File: src/dcdc_regs.svh
// Constants of the data compare debug control block: register numbers,
// field positions, reset values and mode codes.
// Assumes the includer works on 32-bit special-register data.
`ifndef DCDC_REGS_SVH
`define DCDC_REGS_SVH

// ----------------------------------------
// Special register numbers
// ----------------------------------------
`define DCDC_SPR_CTRL 10'h3BD
`define DCDC_SPR_STATUS 10'h3F0
`define DCDC_SPR_ADDR_A 10'h3F6
`define DCDC_SPR_ADDR_B 10'h3F7
`define DCDC_SPR_VALUE_A 10'h3B6
`define DCDC_SPR_VALUE_B 10'h3B7

// ----------------------------------------
// Control fields (bit 31 of the register is the word's MSB)
// ----------------------------------------
`define DCDC_RD_A 31
`define DCDC_RD_B 30
`define DCDC_WR_A 29
`define DCDC_WR_B 28
`define DCDC_GRAN_A_HI 27
`define DCDC_GRAN_A_LO 26
`define DCDC_GRAN_B_HI 25
`define DCDC_GRAN_B_LO 24
`define DCDC_RANGE_EN 23
`define DCDC_RANGE_X 22
`define DCDC_MODE_A_HI 19
`define DCDC_MODE_A_LO 18
`define DCDC_MODE_B_HI 17
`define DCDC_MODE_B_LO 16
`define DCDC_BE_A_HI 15
`define DCDC_BE_A_LO 12
`define DCDC_BE_B_HI 11
`define DCDC_BE_B_LO 8
`define DCDC_CTRL_WMASK 32'hFFCFFF00
`define DCDC_CTRL_RESET 32'h00000000

// ----------------------------------------
// Status fields and reset
// ----------------------------------------
`define DCDC_ST_RD_A 24
`define DCDC_ST_WR_A 23
`define DCDC_ST_RD_B 22
`define DCDC_ST_WR_B 21
`define DCDC_STATUS_RESET 32'h00000000
`define DCDC_WORD_RESET 32'h00000000

// ----------------------------------------
// Granularity and value modes
// ----------------------------------------
`define DCDC_GRAN_BYTE 2'h0
`define DCDC_GRAN_HALF 2'h1
`define DCDC_GRAN_WORD 2'h2
`define DCDC_MASK_BYTE 32'hFFFFFFFF
`define DCDC_MASK_HALF 32'hFFFFFFFE
`define DCDC_MASK_WORD 32'hFFFFFFFC
`define DCDC_MASK_LINE 32'hFFFFFFE0
`define DCDC_MODE_ALL 2'h1
`define DCDC_MODE_ANYB 2'h2
`define DCDC_MODE_ANYH 2'h3

`endif

File: src/dcdc_pkg.sv
// Types shared by the data compare debug control block.
// Assumes the constants header is included where numbers are needed.
package dcdc_pkg;
  typedef logic [31:0] dcdc_word_type;
  typedef logic [3:0] dcdc_be_type;
  typedef logic [1:0] dcdc_code_type;
endpackage

File: src/dcdc_top.sv
// Data compare debug control: control, comparator and status special
// registers, plus address and value compare logic on load/store traffic.
// Assumes one clock, core-synchronous inputs and one access per cycle.
`timescale 1ns/1ps
`include "dcdc_regs.svh"

module dcdc_top
  import dcdc_pkg::*;
(
  // Clock and reset
  input wire logic sys_clk_in,
  input wire logic resetn_in,
  // Special register access port
  input wire logic spr_rd_in,
  input wire logic spr_wr_in,
  input wire logic [9:0] spr_num_in,
  input wire logic spr_priv_in,
  input wire dcdc_word_type spr_wdata_in,
  output dcdc_word_type spr_rdata_out,
  output logic spr_ack_out,
  output logic spr_priv_fault_out,
  // Load/store pipeline
  input wire logic ls_valid_in,
  input wire logic ls_store_in,
  input wire dcdc_word_type ls_addr_in,
  input wire dcdc_word_type ls_data_in,
  // Debug events
  output logic addr_a_read_evt_out,
  output logic addr_b_read_evt_out,
  output logic addr_a_write_evt_out,
  output logic addr_b_write_evt_out,
  output logic value_a_evt_out,
  output logic value_b_evt_out
);

  // ----------------------------------------
  // Reset release
  // ----------------------------------------
  logic rst_meta_r;
  logic rst_sync_r;

  always_ff @(posedge sys_clk_in or negedge resetn_in)
  begin
    if (!resetn_in)
    begin
      rst_meta_r <= 1'b0;
      rst_sync_r <= 1'b0;
    end
    else
    begin
      rst_meta_r <= 1'b1;
      rst_sync_r <= rst_meta_r;
    end
  end

  // ----------------------------------------
  // Control fields
  // ----------------------------------------
  dcdc_word_type ctrl_r, ctrl_nxt;
  dcdc_word_type addr_a_r, addr_a_nxt;
  dcdc_word_type addr_b_r, addr_b_nxt;
  dcdc_word_type value_a_r, value_a_nxt;
  dcdc_word_type value_b_r, value_b_nxt;
  dcdc_word_type status_r, status_nxt;
  dcdc_word_type rdata_r, rdata_nxt;
  logic ack_r, ack_nxt;
  logic fault_r, fault_nxt;
  logic [5:0] evt_r, evt_nxt;

  logic addr_cmp_a_read_enable;
  logic addr_cmp_b_read_enable;
  logic addr_cmp_a_write_enable;
  logic addr_cmp_b_write_enable;
  dcdc_code_type addr_cmp_a_granularity;
  dcdc_code_type addr_cmp_b_granularity;
  logic addr_range_enable;
  logic addr_range_exclusive;
  dcdc_code_type value_cmp_a_mode;
  dcdc_code_type value_cmp_b_mode;
  dcdc_be_type value_cmp_a_byte_select;
  dcdc_be_type value_cmp_b_byte_select;

  assign addr_cmp_a_read_enable = ctrl_r[`DCDC_RD_A];
  assign addr_cmp_b_read_enable = ctrl_r[`DCDC_RD_B];
  assign addr_cmp_a_write_enable = ctrl_r[`DCDC_WR_A];
  assign addr_cmp_b_write_enable = ctrl_r[`DCDC_WR_B];
  assign addr_cmp_a_granularity = ctrl_r[`DCDC_GRAN_A_HI:`DCDC_GRAN_A_LO];
  assign addr_cmp_b_granularity = ctrl_r[`DCDC_GRAN_B_HI:`DCDC_GRAN_B_LO];
  assign addr_range_enable = ctrl_r[`DCDC_RANGE_EN];
  assign addr_range_exclusive = ctrl_r[`DCDC_RANGE_X];
  assign value_cmp_a_mode = ctrl_r[`DCDC_MODE_A_HI:`DCDC_MODE_A_LO];
  assign value_cmp_b_mode = ctrl_r[`DCDC_MODE_B_HI:`DCDC_MODE_B_LO];
  assign value_cmp_a_byte_select = ctrl_r[`DCDC_BE_A_HI:`DCDC_BE_A_LO];
  assign value_cmp_b_byte_select = ctrl_r[`DCDC_BE_B_HI:`DCDC_BE_B_LO];

  // ----------------------------------------
  // Address compare
  // ----------------------------------------
  function automatic dcdc_word_type gran_mask(input dcdc_code_type g);
    case (g)
      `DCDC_GRAN_BYTE: gran_mask = `DCDC_MASK_BYTE;
      `DCDC_GRAN_HALF: gran_mask = `DCDC_MASK_HALF;
      `DCDC_GRAN_WORD: gran_mask = `DCDC_MASK_WORD;
      default: gran_mask = `DCDC_MASK_LINE;
    endcase
  endfunction

  logic exact_a, exact_b, in_range, range_hit, hit_a, hit_b;

  // Comparator values are full byte addresses; no alignment is forced.
  assign exact_a = ((ls_addr_in ^ addr_a_r) & gran_mask(addr_cmp_a_granularity)) == 32'h00000000;
  assign exact_b = ((ls_addr_in ^ addr_b_r) & gran_mask(addr_cmp_b_granularity)) == 32'h00000000;
  assign in_range = (ls_addr_in >= addr_a_r) && (ls_addr_in < addr_b_r);
  assign range_hit = in_range ^ addr_range_exclusive;
  assign hit_a = addr_range_enable ? range_hit : exact_a;
  assign hit_b = addr_range_enable ? range_hit : exact_b;

  // ----------------------------------------
  // Value compare
  // ----------------------------------------
  logic [3:0] eq_a, eq_b;

  generate
    for (genvar i = 0; i < 4; i++)
    begin : g_byte
      assign eq_a[i] = ls_data_in[8*i+7:8*i] == value_a_r[8*i+7:8*i];
      assign eq_b[i] = ls_data_in[8*i+7:8*i] == value_b_r[8*i+7:8*i];
    end
  endgenerate

  function automatic logic value_hit(input dcdc_code_type m, input dcdc_be_type be,
                                     input logic [3:0] eq);
    logic [3:0] ok;
    logic hw_hi;
    logic hw_lo;
    ok = eq | ~be;
    hw_hi = (be[3] | be[2]) & ok[3] & ok[2];
    hw_lo = (be[1] | be[0]) & ok[1] & ok[0];
    case (m)
      `DCDC_MODE_ALL: value_hit = &ok;
      `DCDC_MODE_ANYB: value_hit = |(eq & be);
      `DCDC_MODE_ANYH: value_hit = hw_hi | hw_lo;
      default: value_hit = 1'b0;
    endcase
    // A zero byte select never fires, whatever the mode.
    value_hit = value_hit & (|be);
  endfunction

  logic val_a, val_b;

  assign val_a = value_hit(value_cmp_a_mode, value_cmp_a_byte_select, eq_a);
  assign val_b = value_hit(value_cmp_b_mode, value_cmp_b_byte_select, eq_b);

  // ----------------------------------------
  // Next state
  // ----------------------------------------
  logic acc_ok;
  logic ld, st;

  always_comb
  begin
    ctrl_nxt = ctrl_r;
    addr_a_nxt = addr_a_r;
    addr_b_nxt = addr_b_r;
    value_a_nxt = value_a_r;
    value_b_nxt = value_b_r;
    status_nxt = status_r;
    rdata_nxt = `DCDC_WORD_RESET;
    ack_nxt = 1'b0;
    fault_nxt = 1'b0;
    acc_ok = spr_priv_in;
    ld = ls_valid_in & ~ls_store_in;
    st = ls_valid_in & ls_store_in;

    evt_nxt[0] = ld & addr_cmp_a_read_enable & hit_a;
    evt_nxt[1] = ld & addr_cmp_b_read_enable & hit_b;
    evt_nxt[2] = st & addr_cmp_a_write_enable & hit_a;
    evt_nxt[3] = st & addr_cmp_b_write_enable & hit_b;
    evt_nxt[4] = ls_valid_in & val_a;
    evt_nxt[5] = ls_valid_in & val_b;

    if (spr_rd_in | spr_wr_in)
    begin
      ack_nxt = 1'b1;
      fault_nxt = ~acc_ok;
    end

    if (spr_wr_in && acc_ok)
    begin
      case (spr_num_in)
        `DCDC_SPR_CTRL: ctrl_nxt = spr_wdata_in & `DCDC_CTRL_WMASK;
        `DCDC_SPR_ADDR_A: addr_a_nxt = spr_wdata_in;
        `DCDC_SPR_ADDR_B: addr_b_nxt = spr_wdata_in;
        `DCDC_SPR_VALUE_A: value_a_nxt = spr_wdata_in;
        `DCDC_SPR_VALUE_B: value_b_nxt = spr_wdata_in;
        `DCDC_SPR_STATUS: status_nxt = status_r & ~spr_wdata_in;
        default: ;
      endcase
    end

    if (spr_rd_in && acc_ok)
    begin
      case (spr_num_in)
        `DCDC_SPR_CTRL: rdata_nxt = ctrl_r;
        `DCDC_SPR_ADDR_A: rdata_nxt = addr_a_r;
        `DCDC_SPR_ADDR_B: rdata_nxt = addr_b_r;
        `DCDC_SPR_VALUE_A: rdata_nxt = value_a_r;
        `DCDC_SPR_VALUE_B: rdata_nxt = value_b_r;
        `DCDC_SPR_STATUS: rdata_nxt = status_r;
        default: rdata_nxt = `DCDC_WORD_RESET;
      endcase
    end

    // Events are applied after the clear so a same-cycle event survives.
    if (evt_nxt[0])
      status_nxt[`DCDC_ST_RD_A] = 1'b1;
    if (evt_nxt[2])
      status_nxt[`DCDC_ST_WR_A] = 1'b1;
    if (evt_nxt[1])
      status_nxt[`DCDC_ST_RD_B] = 1'b1;
    if (evt_nxt[3])
      status_nxt[`DCDC_ST_WR_B] = 1'b1;
  end

  // ----------------------------------------
  // Registers
  // ----------------------------------------
  always_ff @(posedge sys_clk_in or negedge rst_sync_r)
  begin
    if (!rst_sync_r)
    begin
      ctrl_r <= `DCDC_CTRL_RESET;
      addr_a_r <= `DCDC_WORD_RESET;
      addr_b_r <= `DCDC_WORD_RESET;
      value_a_r <= `DCDC_WORD_RESET;
      value_b_r <= `DCDC_WORD_RESET;
      status_r <= `DCDC_STATUS_RESET;
      rdata_r <= `DCDC_WORD_RESET;
      ack_r <= 1'b0;
      fault_r <= 1'b0;
      evt_r <= 6'h00;
    end
    else
    begin
      ctrl_r <= ctrl_nxt;
      addr_a_r <= addr_a_nxt;
      addr_b_r <= addr_b_nxt;
      value_a_r <= value_a_nxt;
      value_b_r <= value_b_nxt;
      status_r <= status_nxt;
      rdata_r <= rdata_nxt;
      ack_r <= ack_nxt;
      fault_r <= fault_nxt;
      evt_r <= evt_nxt;
    end
  end

  assign spr_rdata_out = rdata_r;
  assign spr_ack_out = ack_r;
  assign spr_priv_fault_out = fault_r;
  assign addr_a_read_evt_out = evt_r[0];
  assign addr_b_read_evt_out = evt_r[1];
  assign addr_a_write_evt_out = evt_r[2];
  assign addr_b_write_evt_out = evt_r[3];
  assign value_a_evt_out = evt_r[4];
  assign value_b_evt_out = evt_r[5];

endmodule

File: config.mk
export PLATFORM = sky130hd
export DESIGN_NAME = dcdc_top
export DESIGN_NICKNAME = d
export VERILOG_FILES = /design/src/dcdc_pkg.sv /design/src/dcdc_top.sv
export VERILOG_INCLUDE_DIRS = /design/src
export SDC_FILE = /design/constraint.sdc
export NUM_CORES = 1
export LEC_CHECK = 0
export ABC_AREA = 1
export BUFFER_PORTS_ARGS = -buffer_cell sky130_fd_sc_hd__buf_2
export CAP_MARGIN = 15
export CORE_MARGIN = 10
export CORE_UTILIZATION = 53
export CTS_CLUSTER_DIAMETER = 150
export CTS_CLUSTER_SIZE = 30
export DETAILED_ROUTE_END_ITERATION = 16
export PLACE_DENSITY_LB_ADDON = 0.08
export SETUP_SLACK_MARGIN = 0.15
export SLEW_MARGIN = 30
export SYNTH_ARGS = -nofsm -noshare
export SYNTH_HDL_FRONTEND = slang
export SYNTH_SLANG_ARGS = --single-unit
File: constraint.sdc
create_clock -name sys_clk_in -period 6.8 [get_ports sys_clk_in]
set_input_delay 1.02 -clock sys_clk_in [delete_from_list [all_inputs] [get_ports sys_clk_in]]
set_output_delay 1.02 -clock sys_clk_in [all_outputs]
set_load 0.1 [all_outputs]
==> metrics <==
status=finished clean; clock slew at reported path FFs=0.11 ns; worst-margin pin slew=0.903 ns; critical path data arrival time=3.36 ns; CP cell instances=buf_2, nand2_2, nor3_4, nand2_2, nor2_8, inv_4, nor2_8, mux2i_1, inv_1; die width=170 µm; Num Clock Sinks=224; Leak=6.79 nW; sequential fraction of the synthesis area=47.1%; Pre-antenna DRT Iters=6; worst reg-to-reg path cell count=13; post-synthesis average cell area=8.52 µm²; Largest stage delay, worst path=0.73 ns; post-CTS setup buffers=0; n_diodes=0; RR Endpoint=status_r[23]; critical path capture point type=flop; detailed placement HPWL=24.3 mm; peak supply drop=0.179 mV; critical path type=in -> reg; slew margin rel.=39.8%; Die Height=170 µm; final wirelength=34.1 mm; startpoint type of the worst setup path=input pin; Worst R2R Start=addr_a_r[25]; Critical-path top delay cell=nor2_8; flip-flop and latch area=5610 µm²; setup_tns=0 ns; max_cap viols=0; flop and latch count out of synthesis=224; Final setup viols=0; clk root buf=clkbuf_16; Core ar.=22000 µm²; Rows=54; CTS H-tree lvls=1; Post-synth ARST share=100%; WHS=0.251 ns; io pins=153; P&R area growth vs syn=11.1%; Clock Latency Late Sink=0.49 ns; FILL cells=2029; RSZ-0062 raised after global routing=no; Achievable Freq=333 MHz; # port buffers=152; footprint of the multi-input gates=5190 µm²; maximum fanout along the worst path=38; PwrDens=174 nW/µm²; CTS resizes=0; DRT antenna net count=0; post-route DRC violation count=0; initial antenna violation count=0; DR vias=9863; top_reg_cell synth=dfrtp_1; clock buffer count from CTS=11; clk_skew=0.0305 ns; Yosys cell types=47; Hold/Removal Path Class=reg -> async; number of flops mapped to enable cells by yosys=0; synthesis warning total=0; Mapped Area=11900 µm²; Core Util, Final=60.2%; Tcrit/Tclk final=44.2%; final hold violation count=0; number of global-route vias before repair=9793; worst setup path startpoint=spr_num_in[8]; Post-Layout Inst Area=13200 µm²; CTS tree=built; Post-Syn Nets=1574; Worst setup endpoint=value_a_r[28]; Slew Viols, Final=0; CP Data Required Time=7.16 ns; GP Congestion=0.907; GRT Total Usage=23.7%; violation count after the first detailed-routing iteration=806; share of layout cells above drive strength 1=12.9%; cell count after synthesis=1397; Initial Util=54.2%; DIE AREA=28800 µm²; min cycle time layout=3.01 ns; grt ovf=0; dpl cell area=12900 µm²; largest net degree at the start of global routing=83; clock buffer depth=3; drt via density=5.46; R2R Setup Slk=4.47 ns; nets=1705; detailed-route wire length per cell=18.9 µm; CTS Hold Bufs=0; first-pass GRT wire length=54.1 mm
-- final cells by class --
class / count / share of cell area, %
well taps: 280 / 2.65
clock buffers: 12 / 2.11
clock inverters: 1 / 0.123
inverters: 239 / 6.81
repair buffers: 163 / 6.59
multi-input cells: 889 / 39.3
flip-flops and latches: 224 / 42.4
-- critical path: cells and delay by family --
kind / cells / cell delay [ns]
buf+inv: 3 / 0.32
simple gates: 5 / 1.72
mux: 1 / 0.27
-- cell usage in the layout, fill, tap and decap left out, drive strengths merged, types with 13 or more instances in the layout --
master	count
xnor2	50
ha	64
a21oi	125
dfrtp	224
a221oi	26
o22ai	23
a21boi	19
mux2i	26
inv	239
buf	163
o21ai	107
nand2	253
nand3	20
nor2	109
xor2	13
-- how the worst min path moves through the flow --
stage               slack (ns)  startpoint  cells past startpoint                end
finish                    0.25  rst_sync_r                      0       addr_a_r[14]
global placement          0.33  rst_meta_r                      0         rst_sync_r
CTS                       0.29   resetn_in                      1         rst_sync_r
detailed placement        0.34  rst_meta_r                      0         rst_sync_r
floorplan                 0.33  rst_meta_r                      0         rst_sync_r
global route              0.28  rst_sync_r                      0  spr_rdata_out[14]
-- metrics by stage --
stage / setup slack [ns] / power [mW] / std cells
after floorplan: 3.12 / 1.49 / 1397
after global placement: 3.34 / 1.58 / 1794
after detailed placement: 3.33 / 1.59 / 1794
after CTS: 3.82 / 2.32 / 1807
after global routing: 3.62 / 2.39 / 1808
final: 3.79 / 2.30 / 1808
-- kinds of logic (layout without fill, tap and decap cells) --
| family | after synthesis | in the layout | synth area share [%] |
|---|---|---|---|
| adder cells (fa/ha/maj) | 64 | 64 | 6.73 |
| AND/OR/NAND/NOR | 410 | 410 | 14.2 |
| XOR/XNOR | 63 | 63 | 4.64 |
| flip-flops | 224 | 224 | 47.1 |
| AO/OA/AOI/OAI | 325 | 325 | 15.7 |
| other | 1 | 1 | 0.0315 |
| buffers and inverters | 284 | 415 | 9.43 |
| multiplexers | 26 | 26 | 2.19 |
-- sequential cells by signal, indices dropped and copies added, names as in the netlist --
name	count
rst_meta_r	1
addr_b_r	32
value_a_r	32
rst_sync_r	1
spr_rdata_out	32
evt_r	6
value_b_r	32
status_r	32
spr_ack_out	1
spr_priv_fault_out	1
ctrl_r	22
addr_a_r	32
-- power by group --
| group | internal [mW] | switching, mW | total [mW] |
|---|---|---|---|
| Sequential | 1.34 | 0.0108 | 1.35 |
| Clock | 0.304 | 0.437 | 0.741 |
| Combinational | 0.0763 | 0.132 | 0.209 |
-- Yosys cell counts, types with 2 or more instances --
master	n	area, µm²
a21boi_0	18	135
a21o_1	5	37.5
a21oi_1	123	616
a21oi_2	2	17.5
a221oi_1	26	228
a31oi_1	10	62.6
buf_1	2	7.51
buf_2	12	60.1
clkbuf_1	27	101
dfrtp_1	224	5610
ha_1	64	801
inv_1	233	875
inv_2	4	15.0
mux2i_1	26	260
nand2_1	249	935
nand2_2	4	25.0
nand3_1	20	100
nand4_1	12	75.1
nor2_1	106	398
nor2_8	2	40.0
nor3_1	9	45.0
o211ai_1	2	15.0
o21a_1	3	22.5
o21ai_0	102	510
o21ai_1	5	25.0
o22ai_1	23	144
o41ai_1	3	26.3
xnor2_1	50	438
xor2_1	13	114
-- per-layer routing --
layer	part of all wire, %	wire length (µm)	track usage [%]
met5	0	0	0
met4	1.9	637	4.88
met3	7.6	2600	3.84
met2	46	15800	38.7
met1	44	15100	32.6
(Power assumes the default switching activity.)
